`config.mk`:
```
export PLATFORM = sky130hd
export DESIGN_NAME = dsj_exec
export DESIGN_NICKNAME = d
export VERILOG_FILES = /design/src/rtl/dsj_pkg.sv /design/src/rtl/dsj_decode.sv /design/src/rtl/dsj_exec.sv
export SDC_FILE = /design/constraint.sdc
export NUM_CORES = 1
export LEC_CHECK = 0
export ABC_AREA = 0
export BUFFER_PORTS_ARGS = -buffer_cell sky130_fd_sc_hd__buf_2
export CAP_MARGIN = 20
export CORE_ASPECT_RATIO = 1.4
export CORE_UTILIZATION = 46
export CTS_CLUSTER_SIZE = 30
export DETAILED_ROUTE_END_ITERATION = 16
export PLACE_DENSITY = 0.74
export SETUP_SLACK_MARGIN = 0.1
export SLEW_MARGIN = 10
export SYNTH_ARGS = -nofsm -noshare
export SYNTH_HDL_FRONTEND = slang
export SYNTH_SLANG_ARGS = --single-unit
```
`constraint.sdc`:
```
create_clock -name clk_i -period 1.69 [get_ports clk_i]
set_input_delay 0 -clock clk_i [delete_from_list [all_inputs] [get_ports clk_i]]
set_output_delay 0 -clock clk_i [all_outputs]
set_load 0.005 [all_outputs]
```
`src/rtl/dsj_pkg.sv`:
```
package dsj_pkg;
  // ----------------------------------------
  // widths
  // ----------------------------------------
  localparam int INSN_W = 12;
  localparam int DATA_W = 8;
  localparam int FSEL_W = 5;
  localparam int LIT_W = 9;
  localparam int PC_W = 11;
  // ----------------------------------------
  // encodings and field positions
  // ----------------------------------------
  localparam logic [5:0] OPC_DEC = 6'h03;
  localparam logic [5:0] OPC_DECSKIP = 6'h0B;
  localparam logic [2:0] OPC_JUMP = 3'h5;
  localparam int OPC6_LSB = 6;
  localparam int OPC3_LSB = 9;
  localparam int DEST_BIT = 5;
  localparam int PAGE_LSB = 5;
  localparam logic [7:0] STATUS_RST = 8'h00;
  localparam logic [11:0] INSN_RST = 12'h000;

  typedef enum logic [2:0] {
    DSJ_OP_NONE = 3'b001,
    DSJ_OP_WRITE = 3'b010,
    DSJ_OP_FLUSH = 3'b100
  } dsj_op_e;

  typedef struct packed {
    logic wr_acc;
    logic wr_reg;
    logic [FSEL_W-1:0] addr;
    logic [DATA_W-1:0] data;
  } dsj_wr_s;

  typedef struct packed {
    logic load;
    logic [PC_W-1:0] target;
  } dsj_pc_s;

  typedef struct packed {
    logic upd;
    logic val;
  } dsj_zf_s;
endpackage

```
`src/rtl/dsj_decode.sv`:
```
`timescale 1ns/1ps
`default_nettype none
module dsj_decode
  import dsj_pkg::*;
(
  input wire logic [dsj_pkg::INSN_W-1:0] insn_i,
  output logic is_dec_o,
  output logic is_skip_o,
  output logic is_jump_o,
  output logic dest_reg_o,
  output logic [dsj_pkg::FSEL_W-1:0] fsel_o,
  output logic [dsj_pkg::LIT_W-1:0] lit_o
);
  // ----------------------------------------
  // field extraction
  // ----------------------------------------
  always_comb begin
    is_dec_o = insn_i[INSN_W-1:OPC6_LSB] == OPC_DEC;
    is_skip_o = insn_i[INSN_W-1:OPC6_LSB] == OPC_DECSKIP;
    is_jump_o = insn_i[INSN_W-1:OPC3_LSB] == OPC_JUMP;
    dest_reg_o = insn_i[DEST_BIT];
    fsel_o = insn_i[FSEL_W-1:0];
    lit_o = insn_i[LIT_W-1:0];
  end
endmodule // dsj_decode
`default_nettype wire

```
`src/rtl/dsj_exec.sv`:
```
// Operation
// - pattern 0000 11df ffff: decrement register f, d=0 writes accumulator
// - d=1 writes register f; zero flag updated; one word, one cycle
// - pattern 0010 11df ffff: decrement, route by d, no flag change
// - skip variant: zero result flushes fetched word, two cycles total
// - pattern 101k kkkk kkkk: literal loads counter bits 8..0
// - jump fills counter bits 10..9 from status bits 6..5
// - jump takes two cycles, flushes next fetch, flags unchanged
`timescale 1ns/1ps
`default_nettype none
module dsj_exec
  import dsj_pkg::*;
(
  input wire logic clk_i,
  input wire logic rstn_i,
  input wire logic ce_i,
  input wire logic insn_valid_i,
  input wire logic [dsj_pkg::INSN_W-1:0] insn_i,
  input wire logic [dsj_pkg::DATA_W-1:0] reg_rdata_i,
  input wire logic [dsj_pkg::DATA_W-1:0] status_i,
  output logic [dsj_pkg::FSEL_W-1:0] reg_raddr_o,
  output dsj_pkg::dsj_wr_s wr_o,
  output dsj_pkg::dsj_zf_s zf_o,
  output dsj_pkg::dsj_pc_s pc_o,
  output logic flush_o,
  output logic busy_o
);
  import dsj_pkg::*;

  logic is_dec;
  logic is_skip;
  logic is_jump;
  logic dest_reg;
  logic [FSEL_W-1:0] fsel;
  logic [LIT_W-1:0] lit;

  dsj_decode u_dec (
    .insn_i(insn_i),
    .is_dec_o(is_dec),
    .is_skip_o(is_skip),
    .is_jump_o(is_jump),
    .dest_reg_o(dest_reg),
    .fsel_o(fsel),
    .lit_o(lit)
  );

  // ----------------------------------------
  // next state
  // ----------------------------------------
  dsj_op_e op_reg, op_next;
  dsj_wr_s wr_reg, wr_next;
  dsj_zf_s zf_reg, zf_next;
  dsj_pc_s pc_reg, pc_next;
  logic flush_reg, flush_next;
  logic busy_reg, busy_next;
  logic [FSEL_W-1:0] raddr_reg, raddr_next;
  logic [DATA_W-1:0] result;
  logic active;
  logic in_flush;

  // ----------------------------------------
  // op state summary
  // ----------------------------------------
  always_comb begin
    unique case (op_reg)
      DSJ_OP_NONE: in_flush = 1'b0;
      DSJ_OP_WRITE: in_flush = 1'b0;
      DSJ_OP_FLUSH: in_flush = 1'b1;
    endcase
  end

  always_comb begin
    result = reg_rdata_i - 8'h01;
    active = insn_valid_i && !busy_reg;
    op_next = DSJ_OP_NONE;
    wr_next = '0;
    zf_next = '0;
    pc_next = '0;
    flush_next = 1'b0;
    busy_next = 1'b0;
    raddr_next = fsel;
    if (active && (is_dec || is_skip)) begin
      op_next = DSJ_OP_WRITE;
      wr_next.addr = fsel;
      wr_next.data = result;
      wr_next.wr_acc = !dest_reg;
      wr_next.wr_reg = dest_reg;
      if (is_dec) begin
        zf_next.upd = 1'b1;
        zf_next.val = result == 8'h00;
      end
      if (is_skip && result == 8'h00) begin
        op_next = DSJ_OP_FLUSH;
        flush_next = 1'b1;
        busy_next = 1'b1;
      end
    end else if (active && is_jump) begin
      op_next = DSJ_OP_FLUSH;
      pc_next.load = 1'b1;
      pc_next.target = {status_i[PAGE_LSB+1:PAGE_LSB], lit};
      flush_next = 1'b1;
      busy_next = 1'b1;
    end
  end

  always_ff @(posedge clk_i or negedge rstn_i) begin
    if (!rstn_i) begin
      op_reg <= DSJ_OP_NONE;
      wr_reg <= '0;
      zf_reg <= '0;
      pc_reg <= '0;
      flush_reg <= 1'b0;
      busy_reg <= 1'b0;
      raddr_reg <= '0;
    end else if (ce_i) begin
      op_reg <= op_next;
      wr_reg <= wr_next;
      zf_reg <= zf_next;
      pc_reg <= pc_next;
      flush_reg <= flush_next;
      busy_reg <= busy_next;
      raddr_reg <= raddr_next;
    end
  end

  // ----------------------------------------
  // outputs
  // ----------------------------------------
  assign reg_raddr_o = raddr_reg;
  assign wr_o = wr_reg;
  assign zf_o = zf_reg;
  assign pc_o = pc_reg;
  assign flush_o = flush_reg;
  assign busy_o = busy_reg;

  // ----------------------------------------
  // checks
  // ----------------------------------------
  chk_dec_acc_dest: assert property (@(posedge clk_i) disable iff (!rstn_i)
    ce_i && insn_valid_i && !busy_reg && is_dec && !dest_reg
    |=> wr_o.wr_acc && !wr_o.wr_reg && wr_o.data == $past(reg_rdata_i) - 8'h01)
    else $error("decrement to accumulator wrong");
  chk_dec_reg_dest: assert property (@(posedge clk_i) disable iff (!rstn_i)
    ce_i && insn_valid_i && !busy_reg && is_dec && dest_reg
    |=> wr_o.wr_reg && wr_o.addr == $past(fsel) && !busy_o)
    else $error("decrement to register wrong");
  chk_skip_noflag: assert property (@(posedge clk_i) disable iff (!rstn_i)
    ce_i && insn_valid_i && !busy_reg && is_skip |=> !zf_o.upd)
    else $error("skip variant touched zero flag");
  chk_skip_flush: assert property (@(posedge clk_i) disable iff (!rstn_i)
    ce_i && insn_valid_i && !busy_reg && is_skip
    |=> flush_o == (wr_o.data == 8'h00) && busy_o == flush_o)
    else $error("skip flush mismatch");
  chk_jump_low: assert property (@(posedge clk_i) disable iff (!rstn_i)
    ce_i && insn_valid_i && !busy_reg && is_jump
    |=> pc_o.load && pc_o.target[LIT_W-1:0] == $past(lit))
    else $error("jump literal wrong");
  chk_jump_page: assert property (@(posedge clk_i) disable iff (!rstn_i)
    ce_i && insn_valid_i && !busy_reg && is_jump
    |=> pc_o.target[PC_W-1:LIT_W] == $past(status_i[PAGE_LSB+1:PAGE_LSB]))
    else $error("jump page wrong");
  chk_jump_twocyc: assert property (@(posedge clk_i) disable iff (!rstn_i)
    ce_i && insn_valid_i && !busy_reg && is_jump
    |=> flush_o && busy_o && !zf_o.upd && !wr_o.wr_acc && !wr_o.wr_reg)
    else $error("jump not two cycles");
  chk_zero_value: assert property (@(posedge clk_i) disable iff (!rstn_i)
    zf_o.upd |-> zf_o.val == (wr_o.data == 8'h00) && (wr_o.wr_acc || wr_o.wr_reg))
    else $error("zero flag value wrong");
  chk_dec_zero_set: assert property (@(posedge clk_i) disable iff (!rstn_i)
    ce_i && insn_valid_i && !busy_reg && is_dec && reg_rdata_i == 8'h01
    |=> zf_o.upd && zf_o.val)
    else $error("zero flag not set on zero result");
  chk_skip_route: assert property (@(posedge clk_i) disable iff (!rstn_i)
    ce_i && insn_valid_i && !busy_reg && is_skip
    |=> wr_o.wr_reg == $past(dest_reg) && wr_o.wr_acc == !$past(dest_reg) && wr_o.addr == $past(fsel))
    else $error("skip variant routed wrong");
  chk_skip_nonzero: assert property (@(posedge clk_i) disable iff (!rstn_i)
    ce_i && insn_valid_i && !busy_reg && is_skip && reg_rdata_i != 8'h01
    |=> !flush_o && !busy_o && (wr_o.wr_acc || wr_o.wr_reg))
    else $error("skip flushed on nonzero result");
  chk_write_onehot: assert property (@(posedge clk_i) disable iff (!rstn_i)
    !(wr_o.wr_acc && wr_o.wr_reg))
    else $error("both destinations written");

  // ----------------------------------------
  // checks: refusal, freeze, state
  // ----------------------------------------
  chk_op_busy: assert property (@(posedge clk_i) disable iff (!rstn_i)
    in_flush == busy_reg)
    else $error("op state and busy disagree");
  chk_busy_refuse: assert property (@(posedge clk_i) disable iff (!rstn_i)
    ce_i && busy_o |=> !wr_o.wr_acc && !wr_o.wr_reg && !pc_o.load && !zf_o.upd)
    else $error("flushed slot produced output");
  chk_flush_single: assert property (@(posedge clk_i) disable iff (!rstn_i)
    ce_i && flush_o |=> !flush_o && !busy_o)
    else $error("flush lasted too long");
  chk_other_quiet: assert property (@(posedge clk_i) disable iff (!rstn_i)
    ce_i && insn_valid_i && !busy_reg && !is_dec && !is_skip && !is_jump
    |=> !wr_o.wr_acc && !wr_o.wr_reg && !zf_o.upd && !pc_o.load && !flush_o)
    else $error("undecoded word produced output");
  chk_freeze_hold: assert property (@(posedge clk_i) disable iff (!rstn_i)
    !ce_i |=> $stable(wr_o) && $stable(zf_o) && $stable(pc_o) && $stable(busy_o))
    else $error("state moved while disabled");
  chk_raddr_copy: assert property (@(posedge clk_i) disable iff (!rstn_i)
    ce_i |=> reg_raddr_o == $past(fsel))
    else $error("read address copy wrong");
endmodule // dsj_exec
`default_nettype wire

```
==> results.cfg, run 1 <==
[outcome]
status = complete, no violations

[pwr]
power.density_nw_per_um2 = 790
p_leak_uw = 0.00110
max-vdd-ir-drop_mv = 0.674

[timing]
post-route-min-period_ns = 1.41
fin_crit_sh_pct = 83.4
fin_skew_ns = 0.00423
setup_viol = 0
slew-limit-headroom_pct = 39.9
max_freq_mhz = 709
tns_ns = 0
hold_slack_ns = 0.0835
drv_slew = 0
rsz0062_at_grt = no
finalHoldViolCount = 0
worst_pin_slew_ns = 0.901
setup_ws_ns = 0.280

[final_layout]
nNetsFinal = 231
diodes = 0
drive_gt1_share_pct = 40.9
layout_common_cells = 61 x buf_2, 35 x dfrtp_1, 24 x a22o_1
layout_commonest_cell = buf_2
area_delta_synth_final_pct = 35.5
final_util_pct = 65.9

[floorplan]
die_area_um2 = 3570
core_um2 = 3150
row_count = 24
die_h_um = 70.3
num_io_pins = 68
start_util_pct = 48.7
die_x_um = 50.8

[clocking]
clkLatencyLatePin_ns = 0.29
root_buffer = clkbuf_8
clk_pin_slew_worst_paths_ns = 0.07
post_cts_buffers = 0
cts_buffers = 5
clkSinkCount = 35
hold_buffers = 13
cts.repair.resized = 0
clockBufferDepth = 2
cts_tree = yes
htree_levels = 2

[global_routing]
grt_max_degree = 36
grt_pass1_vias = 1245
grt_pass1_wl_mm = 5.84
antenna_found_initial = 0
track_usage_pct = 22.4
grt-ovfl-total = 0

[routing]
detail-route-antenna-nets = 0
m1WireLength_mm = 1.40
wl_met2_mm = 1.94
met3_length_um = 185
drt-initial-drc-count = 11
drt-vias-per-instance = 5.36
route.vias.total = 1271
drc = 0
routed_wl_mm = 3.59
first_pass_iters = 4
wl_per_cell_um = 15.2
top_layer = met4

[flow_run]
maxCapViolCount = 0

[logic_synthesis]
synth_area_um2 = 1530
yosysSeqAreaShare_pct = 57.1
async_flop_share_pct = 100
ys_seq_elements = 35
yosysUniqueCellTypes = 29
yosys_warnings = 0
syn_nets = 155
postSynthCellCount = 121
synth_edf_count = 0
avgSynthCellArea_um2 = 12.7
synthFlopType = dfrtp_1

[critical_path]
cp.required_ns = 1.90
critPathKind = flop to flop
cpPeakStageDelay_ns = 0.40
r2r_start = busy_o
cpLargestDelayFamily = simple AND/OR/NAND/NOR gates
crit_fanout = 4
critPathLaunchType = flop
critPathBufInv = 0
crit_chain = nand4bb_4 > nor4_1 > o2111ai_1 > o21ai_1
arrival_ns = 1.62
cp-startpoint = busy_o
cp_slowest_cell = dfrtp_1
worst_setup_path_end_kind = flop

[placement]
dp_slack_ns = 0.290
gp_routability_congestion = 0.784
hpwl_mm = 2.54
io_buffers = 61

[hold_path]
min-delay-path-class = input pin to flop
worstHoldStart = reg_rdata_i[0]
[synthesized netlist by cell type (3+ instances only)]
cell type,count,area (µm²)
o2bb2ai_1,4,35.0
nor2_1,4,15.0
mux2_2,5,56.3
buf_4,3,22.5
o21ai_1,3,15.0
dfrtp_1,35,876
nand2_1,5,18.8
clkbuf_1,3,11.3
xnor2_1,4,35.0
inv_1,5,18.8
a22o_1,24,210
[cell families (layout without fill, tap and decap cells)]
logic type / Yosys count / count (layout) / share of synthesized area (%)
buffers and inverters: 13 / 90 / 4.08
XOR/XNOR: 6 / 6 / 3.43
adder cells (fa/ha/maj): 2 / 2 / 1.63
AO/OA/AOI/OAI: 39 / 39 / 20.7
AND/OR/NAND/NOR: 20 / 20 / 8.73
multiplexers: 6 / 6 / 4.32
flip-flops: 35 / 35 / 57.1
[final timing paths]
| check | to | slack [ns] | cells past startpoint |
|---|---|---|---|
| setup / recovery | busy_o | 0.28 | 4 |
| hold / removal | wr_o[0] | 0.08 | 3 |
| setup reg to reg | busy_o | 0.28 | 4 |
| hold reg to reg | pc_o[11] | 0.49 | 1 |
| max in group asynchronous | reg_raddr_o[1] | 0.90 | 2 |
| min in group asynchronous | pc_o[6] | 0.32 | 2 |
[power by group]
| group | switching [µW] | internal (µW) | leakage, µW | total (µW) |
|---|---|---|---|---|
| Combinational | 100 | 96.4 | 0.000581 | 197 |
| Clock | 286 | 289 | 0.0000422 | 575 |
| Sequential | 10.8 | 860 | 0.000476 | 870 |
[worst register-to-register path, delay by kind of cell, from the launching register on]
kind / cells / cell delay [ns]
flops: 1 / 0.40
simple gates: 2 / 0.57
compound gates: 2 / 0.37
[sequential cells by signal, summed over array words and instances, names as in the netlist]
| register | cells |
|---|---|
| busy_o | 1 |
| pc_o | 12 |
| reg_raddr_o | 5 |
| wr_o | 15 |
| zf_o | 2 |
[cell type report]
type / count / area [µm²]
clock buffer: 7 / 76.3
sequential: 35 / 876
multi-input combinational: 73 / 596
timing repair buffer: 77 / 458
clock inverter: 1 / 5.00
inverter: 5 / 18.8
fill: 266 / 1070
tap: 39 / 48.8
[per-layer routing]
layer  vias to the layer above  global-route usage, %
li1                        598                      -
met1                       627                   25.1
met2                        38                   39.0
met3                         8                   6.32
met4                         0                   9.26
met5                         -                      0
[through the flow]
step | instance area (µm²) | std cells | total power (µW)
finish | 2080 | 237 | 1640
detailed placement | 1870 | 216 | 1060
CTS | 2080 | 237 | 1650
global placement | 1870 | 216 | 1050
global route | 2080 | 237 | 1700
floorplan | 1530 | 121 | 966
No activity file was read; power rests on OpenSTA's default activity.
==> run 2, diff against run 1 <==
- ABC_AREA: 0 -> 1
- CORE_UTILIZATION: 46 -> 47
- PLACE_DENSITY: 0.74 -> 0.75
- clock period: 1.69 -> 1.4 ns (I/O delays scaled with it)
==> run 2 against run 1 <==
Total power grew 35%. Area after synthesis is 2.9% higher. Register-to-register slack got worse by 0.08 ns. Count of clock-buffer cells in the layout shrank 1. Clock power rose by 60%. Via count rose by 13%. Setup slack got worse by 0.090 ns. Synthesized cell count rose by 43%. First-iteration DRC count grew 91%. Sequential share of layout area decreased by 2.4 points. Clock skew shrank 0.00075 ns.
==> results.cfg, run 2 <==
[final_layout]
area_delta_synth_final_pct = 39.6
fin_cells = 295
drive_gt1_share_pct = 35.2
nNetsFinal = 289
nFillCells = 274
diodes = 0
layout_common_cells = 61 x buf_2, 58 x nand2_1, 35 x dfrtp_1
largest_reg_flops = 15
layout_commonest_cell = buf_2

[critical_path]
cpLargestDelayFamily = buffers and inverters
critPathLaunchType = input pin
critPathBufInv = 3
r2r.worst_path.cells = 7
regToRegSetupSlack_ns = 0.20
cp_slowest_cell = dlygate4sd3_1
endpoint = wr_o[3]
r2r_start = busy_o
arrival_ns = 1.41
critPathKind = input pin to flop
cpPeakStageDelay_ns = 0.53
crit_chain = dlygate4sd3_1 > buf_2 > nor3_2 > nand3_4 > buf_4 > o21ai_1
path_depth = 6
crit_fanout = 6
worst_setup_path_end_kind = flop
r2r_end = pc_o[5]
cp-startpoint = insn_i[8]
cp.required_ns = 1.60

[global_routing]
grt-ovfl-total = 0
grt_pass1_vias = 1412
antenna_found_initial = 0
grt_max_degree = 36
grt_pass1_wl_mm = 5.99
track_usage_pct = 22.2

[timing]
fin_crit_sh_pct = 86.4
hold_slack_ns = 0.0749
setup_ws_ns = 0.190
rsz0062_at_grt = yes
setup_viol = 0
post-route-min-period_ns = 1.21
finalHoldViolCount = 0
tns_ns = 0
max_freq_mhz = 826
slew-limit-headroom_pct = 71.8
drv_slew = 0
fin_skew_ns = 0.00348
worst_pin_slew_ns = 0.424

[logic_synthesis]
syn_nets = 207
netlist.area_leader.share_pct = 55.5
ys_seq_elements = 35
avgSynthCellArea_um2 = 9.12
ys_top_cells_by_count = 58 x nand2_1, 35 x dfrtp_1, 17 x o21ai_1
synth_area_leaders = dfrtp_1 56%, nand2_1 14%, o21ai_1 5.4%, inv_1 2.9%, a22o_1 2.8%
postSynthCellCount = 173
synth_edf_count = 0
synth_most_common_cell = nand2_1
async_flop_share_pct = 100
yosys_warnings = 0
synth_area_um2 = 1580
yosysSeqAreaShare_pct = 55.5
yosysUniqueCellTypes = 26
yosysTopAreaCell = dfrtp_1
synthFlopType = dfrtp_1

[routing]
drc = 0
detail-route-antenna-nets = 0
first_pass_iters = 4
routed_wl_mm = 3.48
route.vias.total = 1440
wl_per_cell_um = 11.8
drt-vias-per-instance = 4.88
drt-initial-drc-count = 21

[floorplan]
core_um2 = 3150
die_h_um = 70.6
die_area_um2 = 3600
start_util_pct = 50.0
die_x_um = 51.0
row_count = 24
num_io_pins = 68

[pwr]
power.density_nw_per_um2 = 1010
p_leak_uw = 0.00125
max-vdd-ir-drop_mv = 0.965
power.total_uw = 2220

[clocking]
clockBufferDepth = 2
clkSinkCount = 35
root_buffer = clkbuf_8
cts_tree = yes
clk_pin_slew_worst_paths_ns = 0.07
htree_levels = 2
clkLatencyLatePin_ns = 0.28
cts_buffers = 5

[placement]
io_buffers = 61
dpl.cell_count = 271
hpwl_mm = 2.46
dp_slack_ns = 0.100
gp_routability_congestion = 0.692

[flow_run]
maxCapViolCount = 0

[hold_path]
min-delay-path-class = input pin to flop

[outcome]
status = complete, no violations
## run 2: cell count changes after synthesis, moves of 4 or more
cell,before,now
a22o_1,24,5
inv_1,5,12
inv_2,0,5
mux2_2,5,0
nand2_1,5,58
nand3_1,1,7
o21ai_1,3,17
o2bb2ai_1,4,0
## run 2: cells by family after synthesis
| family | synth area share, % |
|---|---|
| simple gates | 25.5 |
| compound gates | 10.3 |
| xor+xnor | 0.555 |
| flops | 55.5 |
| fa+ha+maj | 1.59 |
| buf+inv | 6.58 |
## run 2: routing by layer
layer  global-route usage, %  vias to the layer above  part of all wire, %
li1                        -                      715                    -
met3                    5.16                       10                  5.5
met4                    11.1                        0                  2.9
met1                    26.4                      665                   39
met2                    36.8                       50                   52
met5                       0                        -                    0
## run 2: worst min-delay path by stage
stage	from	to	depth (start not counted)
finish	reg_rdata_i[7]	wr_o[7]	4
global route	reg_rdata_i[7]	wr_o[7]	4
CTS	ce_i	reg_raddr_o[2]	3
detailed placement	rstn_i	wr_o[11]	2
global placement	rstn_i	wr_o[11]	2
floorplan	rstn_i	busy_o	0
## run 2: repair_timing
| action | CTS | global route |
|---|---|---|
| hold buffers | 14 | 0 |
| endpoints found under the setup margin | 2 | 12 |
| resized for setup | 0 | 3 |
| pin swaps | 1 | 0 |
| setup buffers | 2 | 0 |
| endpoints found under the hold margin | 49 | 0 |
## run 2: tightest hold or removal path, cell delays in order
cell     delay [ns]
buf_2          0.09
nand3_1        0.07
nand2_1        0.10
o21ai_1        0.06
## run 2: layout make-up
class / count / area (µm²) / share of cell area [%]
flip-flops and latches: 35 / 876 / 39.8
multi-input cells: 116 / 613 / 27.8
repair buffers: 80 / 483 / 21.9
clock buffers: 6 / 82.6 / 3.75
inverters: 17 / 63.8 / 2.90
well taps: 39 / 48.8 / 2.22
clock inverters: 2 / 35.0 / 1.59
## run 2: where the power goes
part           internal [µW]  switching (µW)  total (µW)
logic                    107             139         246
clock network            576             347         922
registers               1040            12.3        1050
total                   1720             498        2220
## run 2: through the flow
step / util, % / instance area [µm²]
after floorplan: - / 1580
after global placement: 60.7 / 1910
after detailed placement: 60.7 / 1910
after CTS: 69.4 / 2190
after global routing: 69.8 / 2200
final: 69.8 / 2200
